--- src/rtl/dicd_pkg.sv ---
package dicd_pkg;
   // ------------------------------------------------------------
   // Register map (APB byte addresses)
   // ------------------------------------------------------------
   localparam logic [7:0] ADDR_CTRL    = 8'h00;
   localparam logic [7:0] ADDR_PRESET0 = 8'h04;
   localparam logic [7:0] ADDR_PRESET1 = 8'h08;
   localparam logic [7:0] ADDR_PRESET2 = 8'h0C;
   localparam logic [7:0] ADDR_PRESET3 = 8'h10;
   localparam logic [7:0] ADDR_KPDREF  = 8'h14;
   localparam logic [7:0] ADDR_FBREF   = 8'h18;
   localparam logic [7:0] ADDR_STATUS  = 8'h1C;
   localparam logic [7:0] ADDR_DEMAND  = 8'h20;
   localparam logic [7:0] ADDR_CMD     = 8'h24;

   // ------------------------------------------------------------
   // Control register fields
   // ------------------------------------------------------------
   localparam int CTRL_MACRO_LSB  = 0;
   localparam int CTRL_MACRO_W    = 3;
   localparam int CTRL_MODE_LSB   = 4;
   localparam int CTRL_MODE_W     = 2;
   localparam int CTRL_KPDSTART   = 6;
   localparam int CTRL_AI2FMT     = 7;
   localparam logic [31:0] CTRL_RESET = 32'h0000_0000;

   // Command register bits (write one to pulse)
   localparam int CMD_KPD_START = 0;
   localparam int CMD_FB_START  = 1;
   localparam int CMD_TRIP_CLR  = 2;

   // Status register fields
   localparam int ST_RUN     = 0;
   localparam int ST_REVERSE = 1;
   localparam int ST_FSTOP   = 2;
   localparam int ST_TRIP    = 3;
   localparam int ST_TCODE   = 4;
   localparam int ST_FIRE    = 5;
   localparam int ST_PIFB    = 6;
   localparam int ST_SRC_LSB = 8;

   localparam int REF_W   = 16;
   localparam int N_TERM  = 4;
   localparam int DEB_CNT = 16;

   // Control sources
   typedef enum logic [1:0] {MODE_TERMINAL, MODE_KEYPAD, MODE_FIELDBUS, MODE_PI}
      dicd_mode_e;
   // Speed reference sources
   typedef enum logic [2:0] {SRC_AI1, SRC_AI2, SRC_PRESET, SRC_KEYPAD, SRC_FIELDBUS}
      dicd_src_e;
endpackage

--- src/rtl/dicd_term_if.sv ---
interface dicd_term_if #(parameter int N = 4);
   logic [N-1:0] level;
   logic [N-1:0] rise;
   logic [N-1:0] fall;
   modport filt (output level, output rise, output fall);
   modport user (input level, input rise, input fall);
endinterface
--- src/rtl/dicd_debounce.sv ---
module dicd_debounce
   import dicd_pkg::*;
#(
   parameter int N   = N_TERM,
   parameter int CNT = DEB_CNT
)(
   input  wire logic       clk_sys_i,
   input  wire logic       rst_i,
   input  wire logic       ce_i,
   input  wire logic [N-1:0] pin_i,
   dicd_term_if.filt       term
);
   logic [N-1:0] sync_a;
   logic [N-1:0] sync_b;
   logic [N-1:0] stable;

   // ------------------------------------------------------------
   // Two-flop sync, then per-terminal stability counter
   // ------------------------------------------------------------
   always_ff @(posedge clk_sys_i)
      if (rst_i)
      begin
         sync_a <= '0;
         sync_b <= '0;
      end
      else if (ce_i)
      begin
         sync_a <= pin_i;
         sync_b <= sync_a;
      end

   genvar g;
   generate
      for (g = 0; g < N; g++)
      begin : g_deb
         logic [$clog2(CNT+1)-1:0] cnt;
         logic                     differs;
         logic                     done;
         assign differs = sync_b[g] != stable[g];
         assign done    = differs && (cnt == ($clog2(CNT+1))'(CNT - 1));
         always_ff @(posedge clk_sys_i)
            if (rst_i)
            begin
               cnt       <= '0;
               stable[g] <= 1'b0;
            end
            else if (ce_i)
            begin
               cnt       <= (differs && !done) ? cnt + 1'b1 : '0;
               stable[g] <= done ? sync_b[g] : stable[g]; // RQ24
            end
         assign term.level[g] = stable[g];
         assign term.rise[g]  = done && sync_b[g];  // RQ24
         assign term.fall[g]  = done && !sync_b[g]; // RQ24
      end
   endgenerate
endmodule

--- src/rtl/dicd_decoder.sv ---
// Contract
// RQ1: Latched stop open stops the drive regardless of run inputs; fb_run, and kpd_run in keypad mode, still run it with the stop open.
// RQ2: Latched run closed starts and keeps running; opening stops.
// RQ3: Latched forward and reverse select levels set rotation direction.
// RQ4: Latched run-forward runs forward while closed, stops when open.
// RQ5: Latched run-reverse runs reverse while closed, stops when open.
// RQ6: Keypad mode: enable starts directly or waits for keypad start key.
// RQ7: Other modes: fieldbus start ignored unless enable already asserted.
// RQ8: Start button rising edge starts, only while stop contact closed.
// RQ9: Paired start needs both inputs active together, stop held closed.
// RQ10: Edge stop contact opening (falling edge) stops the drive.
// RQ11: Start-forward rising edge starts forward if stop stays closed.
// RQ12: Start-reverse rising edge starts reverse if stop stays closed.
// RQ13: Both paired inputs active together give fast stop.
// RQ14: Fast-stop contact falling edge gives fast stop.
// RQ15: External trip opening trips; display code chosen by AI2 format.
// RQ16: Speed demand routed from AI1, AI2, preset, keypad or fieldbus.
// RQ17: Preset reference picks one of four presets by input code.
// RQ18: Normally-open acts on closure, normally-closed on opening.
// RQ19: Speed-up rising edge raises demand by preset one step.
// RQ20: Speed-down rising edge lowers demand by preset one step.
// RQ21: Process-feedback input goes to PI controller, not speed reference.
// RQ22: Fire-mode input asserted activates fire-mode state.
// RQ23: Macro setting decides every terminal's function.
// RQ24: Terminals synchronised and debounced; one edge per press.
// RQ25: Stop or fast stop beats start in the same sample.
//
// Our own choices: the register addresses and the APB register port.
module dicd_decoder
   import dicd_pkg::*;
#(
   parameter int RW  = REF_W,
   parameter int DEB = DEB_CNT
)(
   input  wire logic          clk_sys_i,
   input  wire logic          rst_i,
   input  wire logic          ce_i,
   input  wire logic [3:0]    terminal_i,
   input  wire logic          enable_i,
   input  wire logic [RW-1:0] analog_in_one_i,
   input  wire logic [RW-1:0] analog_in_two_i,
   input  wire logic          psel_i,
   input  wire logic          penable_i,
   input  wire logic          pwrite_i,
   input  wire logic [7:0]    paddr_i,
   input  wire logic [31:0]   pwdata_i,
   output logic [31:0]        prdata_o,
   output logic               pready_o,
   output logic               pslverr_o,
   output logic               run_o,
   output logic               reverse_o,
   output logic               fast_stop_o,
   output logic               trip_o,
   output logic               external_fault_display_o,
   output logic               thermistor_fault_display_o,
   output logic               fire_mode_o,
   output logic [RW-1:0]      speed_demand_o,
   output logic [RW-1:0]      process_feedback_o
);
   // ------------------------------------------------------------
   // Configuration registers
   // ------------------------------------------------------------
   logic [31:0]   ctrl;
   logic [RW-1:0] preset [4];
   logic [RW-1:0] keypad_reference;
   logic [RW-1:0] fieldbus_reference;
   logic [RW-1:0] step_acc;

   dicd_term_if #(.N(4)) term ();

   dicd_debounce #(.N(4), .CNT(DEB)) u_deb (
      .clk_sys_i (clk_sys_i),
      .rst_i     (rst_i),
      .ce_i      (ce_i),
      .pin_i     (terminal_i),
      .term      (term)
   );

   logic enable_s1;
   logic enable_s2;
   always_ff @(posedge clk_sys_i)
      if (rst_i)
      begin
         enable_s1 <= 1'b0;
         enable_s2 <= 1'b0;
      end
      else if (ce_i)
      begin
         enable_s1 <= enable_i;
         enable_s2 <= enable_s1;
      end

   // ------------------------------------------------------------
   // APB decode
   // ------------------------------------------------------------
   wire         acc       = psel_i && penable_i && !pready_o;
   wire         wr        = acc && pwrite_i;
   wire         hit_cmd   = paddr_i == ADDR_CMD;
   wire [2:0]   macro     = ctrl[CTRL_MACRO_LSB +: CTRL_MACRO_W];
   wire [1:0]   mode_bits = ctrl[CTRL_MODE_LSB +: CTRL_MODE_W];
   wire         kpd_mode  = mode_bits == MODE_KEYPAD;
   wire         kpd_auto  = ctrl[CTRL_KPDSTART];
   wire         ai2_fmt   = ctrl[CTRL_AI2FMT];
   wire         kpd_start = wr && hit_cmd && pwdata_i[CMD_KPD_START];
   wire         fb_start  = wr && hit_cmd && pwdata_i[CMD_FB_START];
   wire         trip_clr  = wr && hit_cmd && pwdata_i[CMD_TRIP_CLR];
   wire         mapped    = (paddr_i[1:0] == 2'b00) && (paddr_i <= ADDR_CMD);
   wire [31:0]  status_word;

   function automatic logic [31:0] rd_mux(input logic [7:0] a);
      unique case (a)
         ADDR_CTRL:    rd_mux = ctrl;
         ADDR_PRESET0: rd_mux = 32'(preset[0]);
         ADDR_PRESET1: rd_mux = 32'(preset[1]);
         ADDR_PRESET2: rd_mux = 32'(preset[2]);
         ADDR_PRESET3: rd_mux = 32'(preset[3]);
         ADDR_KPDREF:  rd_mux = 32'(keypad_reference);
         ADDR_FBREF:   rd_mux = 32'(fieldbus_reference);
         ADDR_STATUS:  rd_mux = status_word;
         ADDR_DEMAND:  rd_mux = 32'(speed_demand_o);
         default:      rd_mux = 32'h0000_0000;
      endcase
   endfunction

   // ------------------------------------------------------------
   // Terminal meaning per macro
   // ------------------------------------------------------------
   wire [3:0] lv = term.level;
   wire [3:0] rs = term.rise;
   wire [3:0] fl = term.fall;

   // Macro 0: stop/run, fwd/rev, AI1 or preset, AI1
   // Macro 1: stop/run, fwd/rev, preset code on t2,t3
   // Macro 2: run fwd / run_reverse_level latched, t2 trip
   // Macro 3: edge start fwd, stop NC, start rev, paired fast stop
   // Macro 4: edge start, stop NC, speed up/down
   // Macro 5: stop/run, fast stop NC, fire mode, AI2 PI feedback
   // Macro 6: paired start on t0,t2, stop NC on t1, t3 trip
   // Macro 7: stop/run, t1 trip, preset on t2,t3 in every control mode
   wire m_latched = macro inside {3'd0, 3'd1, 3'd5, 3'd7};
   wire stop_nc   = lv[1];                                        // RQ18
   wire lat_run   = m_latched && lv[0];                           // RQ1 RQ2
   wire lat_fwd   = macro == 3'd2 && lv[0];                       // RQ4
   wire lat_rev   = macro == 3'd2 && lv[1];                       // RQ5
   wire dir_sel   = (macro inside {3'd0, 3'd1}) ? lv[1] : 1'b0;  // RQ3
   wire e_fwd     = macro == 3'd3 && rs[0] && stop_nc;            // RQ11
   wire e_rev     = macro == 3'd3 && rs[2] && stop_nc;            // RQ12
   wire e_start   = macro == 3'd4 && rs[0] && stop_nc;            // RQ8
   wire pair_go   = macro == 3'd6 && stop_nc && ((rs[0] && lv[2]) || (rs[2] && lv[0])); // RQ9
   wire e_stop    = (macro inside {3'd3, 3'd4, 3'd6}) && fl[1];   // RQ10
   wire pair_fs   = macro == 3'd3 && ((rs[0] && lv[2]) || (rs[2] && lv[0])); // RQ13
   wire nc_fs     = macro == 3'd5 && fl[1];                       // RQ14
   wire trip_pin  = (macro == 3'd2 && !lv[2]) || (macro == 3'd6 && !lv[3])
                  || (macro == 3'd7 && !lv[1]);                   // RQ15
   wire fire_in   = macro == 3'd5 && lv[2];                       // RQ22
   wire pifb_sel  = macro == 3'd5;                                // RQ21
   wire up_ev     = macro == 3'd4 && rs[2];                       // RQ19
   wire dn_ev     = macro == 3'd4 && rs[3];                       // RQ20
   wire [1:0] pr_code = (macro == 3'd1 || macro == 3'd7) ? lv[3:2] : 2'b00; // RQ17
   wire m_edge    = macro inside {3'd3, 3'd4, 3'd6};
   wire m_lat_dir = macro == 3'd2;
   wire any_stop  = e_stop || pair_fs || nc_fs;                   // RQ25
   wire any_start = e_fwd || e_rev || e_start || pair_go;

   // ------------------------------------------------------------
   // Reference source selection
   // ------------------------------------------------------------
   dicd_src_e src;
   always_comb
   begin
      if (kpd_mode || macro == 3'd7)
         src = (macro == 3'd7) ? SRC_PRESET : SRC_KEYPAD;
      else if (mode_bits == MODE_FIELDBUS)
         src = SRC_FIELDBUS;
      else if (macro == 3'd1 || (macro == 3'd0 && lv[2]))
         src = SRC_PRESET;
      else if (macro == 3'd6 && lv[2])
         src = SRC_AI2;
      else
         src = SRC_AI1;
   end

   logic [RW-1:0] next_demand;
   always_comb
   begin
      unique case (src)                                           // RQ16
         SRC_AI1:      next_demand = analog_in_one_i;
         SRC_AI2:      next_demand = analog_in_two_i;
         SRC_PRESET:   next_demand = preset[pr_code];
         SRC_KEYPAD:   next_demand = keypad_reference;
         SRC_FIELDBUS: next_demand = fieldbus_reference;
         default:      next_demand = analog_in_one_i;
      endcase
      if (macro == 3'd4)
         next_demand = step_acc;
   end

   // ------------------------------------------------------------
   // Run command
   // ------------------------------------------------------------
   logic edge_run;
   logic edge_rev;
   logic kpd_run;
   logic fb_run;
   wire  en_gate   = enable_s2;
   wire  kpd_go    = kpd_mode && en_gate && (kpd_auto || kpd_start); // RQ6
   wire  fb_go     = !kpd_mode && en_gate && fb_start;               // RQ7
   wire  next_run  = !trip_o && !fast_stop_o && (kpd_mode ? kpd_run :
                     m_edge ? edge_run : (m_lat_dir ? (lat_fwd || lat_rev)
                     : (lat_run && stop_nc)) || fb_run);           // RQ1
   wire  next_rev  = m_edge ? edge_rev : (m_lat_dir ? (lat_rev && !lat_fwd) : dir_sel); // RQ3
   wire  next_fs   = (pair_fs || nc_fs) ? 1'b1 : (any_start ? 1'b0 : fast_stop_o);

   // Trip code bit is high only while the thermistor code is shown
   assign status_word = {16'h0000, 5'h00, 3'(src), 1'b0, pifb_sel, fire_mode_o,
                         thermistor_fault_display_o, trip_o,
                         fast_stop_o, reverse_o, run_o};

   // ------------------------------------------------------------
   // Sequential state
   // ------------------------------------------------------------
   always_ff @(posedge clk_sys_i)
      if (rst_i)
      begin
         edge_run <= 1'b0;
         edge_rev <= 1'b0;
         kpd_run  <= 1'b0;
         fb_run   <= 1'b0;
      end
      else if (ce_i)
      begin
         if (any_stop || !m_edge)                                 // RQ25
            edge_run <= 1'b0;
         else if (any_start)
            edge_run <= 1'b1;
         if (e_fwd)
            edge_rev <= 1'b0;
         else if (e_rev)
            edge_rev <= 1'b1;
         kpd_run <= kpd_mode && en_gate && (kpd_run || kpd_go);
         fb_run  <= !kpd_mode && en_gate && (fb_run || fb_go);
      end

   always_ff @(posedge clk_sys_i)
      if (rst_i)
         step_acc <= '0;
      else if (ce_i)
      begin
         if (up_ev && !dn_ev)
            step_acc <= step_acc + preset[0];                     // RQ19
         else if (dn_ev && !up_ev)
            step_acc <= (step_acc > preset[0]) ? step_acc - preset[0] : '0; // RQ20
      end

   always_ff @(posedge clk_sys_i)
      if (rst_i)
      begin
         run_o                      <= 1'b0;
         reverse_o                  <= 1'b0;
         fast_stop_o                <= 1'b0;
         trip_o                     <= 1'b0;
         external_fault_display_o   <= 1'b0;
         thermistor_fault_display_o <= 1'b0;
         fire_mode_o                <= 1'b0;
         speed_demand_o             <= '0;
         process_feedback_o         <= '0;
      end
      else if (ce_i)
      begin
         run_o          <= next_run;
         reverse_o      <= next_rev;
         fast_stop_o    <= next_fs;                               // RQ13 RQ14
         fire_mode_o    <= fire_in;                               // RQ22
         speed_demand_o <= next_demand;
         process_feedback_o <= pifb_sel ? analog_in_two_i : '0;   // RQ21
         // Trip is sticky; a new trip outranks a clear in the same cycle
         if (trip_pin)
         begin
            trip_o                     <= 1'b1;                   // RQ15
            external_fault_display_o   <= !ai2_fmt;
            thermistor_fault_display_o <= ai2_fmt;
         end
         else if (trip_clr)
         begin
            trip_o                     <= 1'b0;
            external_fault_display_o   <= 1'b0;
            thermistor_fault_display_o <= 1'b0;
         end
      end

   // ------------------------------------------------------------
   // APB slave: one wait state, pready registered
   // ------------------------------------------------------------
   always_ff @(posedge clk_sys_i)
      if (rst_i)
      begin
         ctrl               <= CTRL_RESET;
         preset             <= '{default: '0};
         keypad_reference   <= '0;
         fieldbus_reference <= '0;
         pready_o           <= 1'b0;
         pslverr_o          <= 1'b0;
         prdata_o           <= 32'h0000_0000;
      end
      else if (ce_i)
      begin
         pready_o  <= acc;
         pslverr_o <= acc && !mapped;
         prdata_o  <= (acc && !pwrite_i) ? rd_mux(paddr_i) : 32'h0000_0000;
         if (wr)
         begin
            unique case (paddr_i)                                 // RQ23
               ADDR_CTRL:    ctrl               <= pwdata_i & 32'h0000_00FF;
               ADDR_PRESET0: preset[0]          <= pwdata_i[RW-1:0];
               ADDR_PRESET1: preset[1]          <= pwdata_i[RW-1:0];
               ADDR_PRESET2: preset[2]          <= pwdata_i[RW-1:0];
               ADDR_PRESET3: preset[3]          <= pwdata_i[RW-1:0];
               ADDR_KPDREF:  keypad_reference   <= pwdata_i[RW-1:0];
               ADDR_FBREF:   fieldbus_reference <= pwdata_i[RW-1:0];
               default:      ;
            endcase
         end
      end
endmodule

--- config.mk ---
export PLATFORM = sky130hd
export DESIGN_NAME = dicd_decoder
export DESIGN_NICKNAME = d
export VERILOG_FILES = /design/src/rtl/dicd_pkg.sv /design/src/rtl/dicd_term_if.sv /design/src/rtl/dicd_debounce.sv /design/src/rtl/dicd_decoder.sv
export SDC_FILE = /design/constraint.sdc
export NUM_CORES = 1
export LEC_CHECK = 0
export ABC_AREA = 1
export BUFFER_PORTS_ARGS = -buffer_cell sky130_fd_sc_hd__buf_4
export CAP_MARGIN = 20
export CORE_ASPECT_RATIO = 0.7
export CORE_MARGIN = 5
export CORE_UTILIZATION = 47
export CTS_BUF_LIST = sky130_fd_sc_hd__clkbuf_16
export DETAILED_ROUTE_END_ITERATION = 12
export MAX_ROUTING_LAYER = met4
export PLACE_DENSITY = 0.78
export SLEW_MARGIN = 20
export SYNTH_ARGS = -nofsm -noshare
export SYNTH_HDL_FRONTEND = slang
export SYNTH_SLANG_ARGS = --single-unit
--- constraint.sdc ---
create_clock -name clk_sys_i -period 5.5 [get_ports clk_sys_i]
set_clock_uncertainty 0.2 [all_clocks]
set_input_delay 1.1 -clock clk_sys_i [delete_from_list [all_inputs] [get_ports clk_sys_i]]
set_output_delay 1.1 -clock clk_sys_i [all_outputs]
set_load 0.01 [all_outputs]
== After elaboration in Yosys (flattened, before gate mapping) ==
Index checks and enable logic that the tools add are counted.

* Memory bits (read-only): 0
* Register bits after elaboration: 231
* Latch bits: 0
* Memories kept: 0
* Memory bits (writable): 0
* Input port bits: 83
* Logic and storage cells: 235

* Multipliers: 0
* Divide/modulo/power cells: 0
* Bitwise operators: 1
* Add/subtract/negate cells: 6
* Order comparisons: 3
* Shift-type cells: 0
* Equal/unequal tests: 30
* Mux-type cells: 37
* Reduce and logical (&&, ||, !) cells: 122

{| class="wikitable"
|+ Operator list
! operator !! count
|-
| $pmux 16 s9 || 1
|-
| $mux 16 || 7
|-
| $pmux 16 s4 || 1
|-
| $logic_and 1x1->1 || 58
|-
| $bmux 16 s2 || 1
|-
| $eq 8x5->1 const B || 4
|-
| $mux 32 || 1
|-
| $reduce_and 3->1 || 7
|-
| $add 5x1->5 const B || 4
|-
| $eq 5x4->1 const B || 4
|-
| $mux 5 || 4
|-
| $logic_not 1->1 || 19
|-
| $logic_or 1x1->1 || 18
|-
| $mux 1 || 18
|-
| $reduce_and 2->1 || 9
|-
| $add 16x16->16 || 1
|-
| $eq 8x4->1 const B || 2
|-
| $eq 8x6->1 const B || 2
|-
| $gt 16x16->1 || 1
|-
| $sub 16x16->16 || 1
|-
| $eq 3x3->1 const B || 5
|-
| $eq 3x2->1 const B || 4
|-
| $reduce_bool 2->1 || 6
|-
| $eq 8x3->1 const B || 1
|-
| other kinds (14) || 20
|}

== Logic depth before layout (Yosys ltp) ==
* Depth after elaboration: 11
* Depth in mapped cells: 18
* Gate-level depth less buffers: 16

== Modules after synthesis ==
Synthesis repeated with hierarchy kept, for this count alone.

* Cells, all modules: 2,053
* Area, all modules: 12,998.7 µm²

{| class="wikitable"
|+ Modules (own cells, without submodules)
! module !! times used !! area each (µm²) !! cells an instance
|-
| dicd_decoder || 1 || 11,429.7 || 1,836
|-
| dicd_debounce || 1 || 1,569.0 || 217
|}

== Least setup slack after synthesis ==
Ideal clock, no wire load.

* Kind: reg2reg
* Start point: reg ctrl[2]
* End point: reg step_acc[10]
* Required time: 5,191 ps
* Slack: 2,845 ps
* Cell stages (with the launch flop): 13
* Arrival: 2,346 ps
* Cells stage by stage: dfxtp_1 > buf_6 > nand2_1 > nor2_2 > clkbuf_1 > nand3_1 > ha_1 > nor2_1 > clkbuf_1 > buf_1 > nand3_1 > nand2_1 > inv_1

* Cells in the longest elaborated chain, start to end: 6
* Elaborated cells on any way between the ends: 10

{| class="wikitable"
|+ Ends and longest elaborated chain
! element !! RTL line !! source
|-
| start, declared || dicd_decoder.sv:63 || <nowiki>logic [31:0] ctrl;</nowiki>
|-
| start signal, assigned || dicd_decoder.sv:313 || <nowiki>ADDR_CTRL: ctrl <= pwdata_i & 32'h0000_00FF;</nowiki>
|-
| $eq 3x3->1 * || dicd_decoder.sv:157, dicd_decoder.sv:158 ||
|-
| $logic_and 1x1->1, on equally long branches || dicd_decoder.sv:158, dicd_decoder.sv:157 ||
|-
| $logic_not 1->1, on equally long branches || dicd_decoder.sv:249, dicd_decoder.sv:251 ||
|-
| $logic_and 1x1->1, on equally long branches || dicd_decoder.sv:249, dicd_decoder.sv:251 ||
|-
| $reduce_bool 2->1 (no source line) || -- ||
|-
| $reduce_and 2->1 (no source line) || -- ||
|-
| end signal, assigned || dicd_decoder.sv:250 || <nowiki>step_acc <= step_acc + preset[0];</nowiki>
|-
| end signal, assigned || dicd_decoder.sv:252 || <nowiki>step_acc <= (step_acc > preset[0]) ? step_acc - preset[0] : '0;</nowiki>
|-
| end, declared || dicd_decoder.sv:67 || <nowiki>logic [RW-1:0] step_acc;</nowiki>
|}

Every way passes the cells marked *; elsewhere a longest branch is shown, timed or not.
A chain may end at the register's enable or synchronous reset.

== Worst setup path after layout ==
* Start point: reg ctrl[2]
* End point: reg step_acc[12]

The elaborated chain is that of the path after synthesis.

==> impl_metrics.sql <==
INSERT INTO impl_metrics (metric_group, metric, value, unit) VALUES
('status', 'run_status', 'finished, final reports clean', ''),
('routing', 'drtIter0Drc', '1658', ''),
('global_route', 'globalRoute.totalOverflow', '0', ''),
('synth', 'postSynthCellCount', '1958', ''),
('critical_path', 'cp-start-kind', 'flop', ''),
('finish', 'final_layout_size_suffix_gt1_frac', '0.105', ''),
('global_route', 'largest_net_degree_at_the_start_of_global_routing', '127', ''),
('finish', 'area_growth', '13.1', '%'),
('placement', 'detailedPlace.worstSlack', '1.72', 'ns'),
('critical_path', 'reg2reg_path_depth', '13', ''),
('synth', 'synth_largest_type_area_fraction', '0.338', ''),
('clocking', 'clock_tree.root_cell', 'sky130_fd_sc_hd__clkbuf_16', ''),
('routing', 'detail_route.drc_violations', '0', ''),
('timing', 'final_period_minus_worst_setup_slack', '3.51', 'ns'),
('placement', 'globalplace.congestion', '0.992', ''),
('synth', 'synthesis.yosys.warnings', '0', ''),
('die', 'fp.dieW', '207', 'um'),
('routing', 'via_to_cell_ratio', '5.61', ''),
('routing', 'routedWlPerCell', '18.3', 'um'),
('finish', 'ff_latch_area', '0.00430', 'mm2'),
('critical_path', 'criticalPathCategory', 'flop to flop', ''),
('clocking', 'clock_sinks', '215', ''),
('finish', 'antenna_cells', '0', ''),
('clocking', 'cts_hold_buf', '0', ''),
('clocking', 'postCtsSetupRepairBufs', '0', ''),
('timing', 'grt_setup_unrepaired', 'no', ''),
('die', 'fp.dieArea', '0.0305', 'mm2'),
('pwr', 'total_power', '3.36', 'mW'),
('global_route', 'grt_pass1_wl', '66.8', 'mm'),
('routing', 'via_count', '13400', ''),
('synth', 'async_flop_share', '0', ''),
('synth', 'post_synth_num_cell_types', '43', ''),
('synth', 'synth_area_leader_cell', 'sky130_fd_sc_hd__dfxtp_1', ''),
('critical_path', 'crit_path_cell_trace', 'nand2_1 -> nor2_2 -> buf_4 -> inv_1 -> nor2_1 -> ha_1 -> inv_1 -> nand3_2 -> inv_2 -> nand2_1 -> nand3_1 -> nand2_1 -> inv_1', ''),
('critical_path', 'r2r_start', 'ctrl[2]', ''),
('hold_path', 'hold_endpoint', 'edge_rev', ''),
('global_route', 'first_global_vias', '12100', ''),
('synth', 'synthTopCellsByArea', 'sky130_fd_sc_hd__dfxtp_1 34%, sky130_fd_sc_hd__nand2_1 13%, sky130_fd_sc_hd__a21oi_1 9.7%', ''),
('timing', 'totalNegativeSetupSlack', '0', 'ns'),
('finish', 'most-common-layout-cells', '428 x sky130_fd_sc_hd__nand2_1, 246 x sky130_fd_sc_hd__a21oi_1, 245 x sky130_fd_sc_hd__inv_1', ''),
('finish', 'layout.nets', '2144', ''),
('timing', 'timing.final.max_slew_violations', '0', ''),
('synth', 'ys.flop_type', 'sky130_fd_sc_hd__dfxtp_1', ''),
('routing', 'drt_wl_total', '43.8', 'mm'),
('critical_path', 'crit_path_top_delay_cell', 'sky130_fd_sc_hd__ha_1', ''),
('timing', 'final_min_period_over_clock_period', '0.638', ''),
('clocking', 'clkTransAtPathRegs', '0.07', 'ns'),
('timing', 'timing.final.hold_violations', '0', ''),
('critical_path', 'setup.reg_to_reg.worst_slack', '1.99', 'ns'),
('critical_path', 'worst-path-max-fanout', '17', ''),
('timing', 'worst_slack', '1.99', 'ns'),
('clocking', 'cts_inserted_buffers', '22', ''),
('pwr', 'powerDensity', '234', 'mW/mm2'),
('finish', 'footprint_of_the_multi_input_gates', '0.00693', 'mm2'),
('timing', 'max-slew-margin-rel', '0.308', ''),
('clocking', 'ctsResizeCount', '0', ''),
('timing', 'final_number_of_setup_violating_endpoints', '0', ''),
('synth', 'synth_enable_flop_cells', '0', ''),
('routing', 'remaining_antenna_violation_count_after_routing', '0', ''),
('synth', 'ys_seq_elements', '215', ''),
('placement', 'buffer_ports.inserted', '123', ''),
('critical_path', 'required', '5.72', 'ns'),
('die', 'floorplan.io_pins', '156', ''),
('routing', 'first_pass_iters', '6', ''),
('hold_path', 'min-delay-path-class', 'flop to flop', ''),
('timing', 'final.hold.worst_slack', '0.259', 'ns'),
('synth', 'mappedNetlistArea', '0.0127', 'mm2'),
('timing', 'fmax', '285', 'MHz'),
('critical_path', 'cp_data_arrival_time', '3.72', 'ns'),
('synth', 'synth-seq-area-share', '0.338', ''),
('clocking', 'clock_tree.buffer_depth', '3', '');
flip-flops by register name, indices dropped and copies added, names as in the netlist, 4 cells and up:
register,cells
step_acc,16
u_deb.sync_a,4
u_deb.sync_b,4
u_deb.term.level,4
fieldbus_reference,16
keypad_reference,16
process_feedback_o,16
speed_demand_o,16
u_deb.g_deb.cnt,20
prdata_o,16
preset,64
ctrl,8
area by class of cell:
| type | count | share of cell area |
|---|---|---|
| Sequential cell | 215 | 0.299 |
| Clock buffer | 23 | 0.0400 |
| Inverter | 254 | 0.0664 |
| Tap cell | 364 | 0.0316 |
| Multi-Input combinational cell | 1390 | 0.482 |
| Timing Repair Buffer | 136 | 0.0718 |
| Clock inverter | 16 | 0.00982 |
power breakdown:
part           internal, mW  total [mW]  switching [mW]
Clock                 0.892        1.54           0.646
Combinational        0.0830       0.227           0.144
Sequential             1.58        1.60          0.0182
cell families after synthesis:
logic type,count (synthesis),synth area share
DFF,215,0.338
buffers and inverters,368,0.121
xor gates and xnor gates,16,0.0110
and+or+nand+nor,797,0.272
adders and majority gates,42,0.0425
AOI/OAI and AO/OA,519,0.214
other,1,0.000295
worst max-delay path: cells and delay by family (launching register included):
family,cells,cell delay [ns]
buf+inv,5,0.91
simple gates,7,1.05
flops,1,0.57
fa+ha+maj,1,0.64
synthesized netlist by cell type, types with 21 or more instances:
| master | instances |
|---|---|
| sky130_fd_sc_hd__a21oi_1 | 246 |
| sky130_fd_sc_hd__dfxtp_1 | 215 |
| sky130_fd_sc_hd__ha_1 | 40 |
| sky130_fd_sc_hd__o22ai_1 | 21 |
| sky130_fd_sc_hd__inv_1 | 239 |
| sky130_fd_sc_hd__nand2_1 | 428 |
| sky130_fd_sc_hd__nor2_1 | 176 |
| sky130_fd_sc_hd__clkbuf_1 | 53 |
| sky130_fd_sc_hd__buf_4 | 23 |
| sky130_fd_sc_hd__buf_2 | 29 |
| sky130_fd_sc_hd__o21ai_0 | 199 |
| sky130_fd_sc_hd__nand4_1 | 25 |
| sky130_fd_sc_hd__nor3_1 | 22 |
| sky130_fd_sc_hd__nand3_1 | 105 |
worst max-delay path by stage:
stage | startpoint | end | slack (ns) | cells after the start
after global routing | ctrl[2] | step_acc[12] | 1.85 | 13
after CTS | ctrl[2] | step_acc[12] | 2.10 | 13
final | ctrl[2] | step_acc[12] | 1.99 | 13
after global placement | paddr_i[7] | preset[13] | 1.80 | 9
after floorplan | ctrl[2] | step_acc[10] | 2.85 | 12
after detailed placement | paddr_i[7] | preset[9] | 1.72 | 9
routing by layer:
layer / vias to the layer above / routed length, um / global-route usage
met4: 0 / 1260 / 0.0711
met3: 99 / 4900 / 0.0542
met5: - / 0 / -
met2: 708 / 18500 / 0.402
li1: 6481 / - / -
met1: 6155 / 19100 / 0.405
through the flow:
step / instance area, um2 / cells / util
2_1_floorplan: 12800 / 1973 / -
3_3_place_gp: 13700 / 2359 / 0.512
3_5_place_dp: 13700 / 2359 / 0.512
4_1_cts: 14400 / 2398 / 0.539
5_1_grt: 14400 / 2398 / 0.539
6_report: 14400 / 2398 / 0.539
Power figures use the tool's default switching activity.
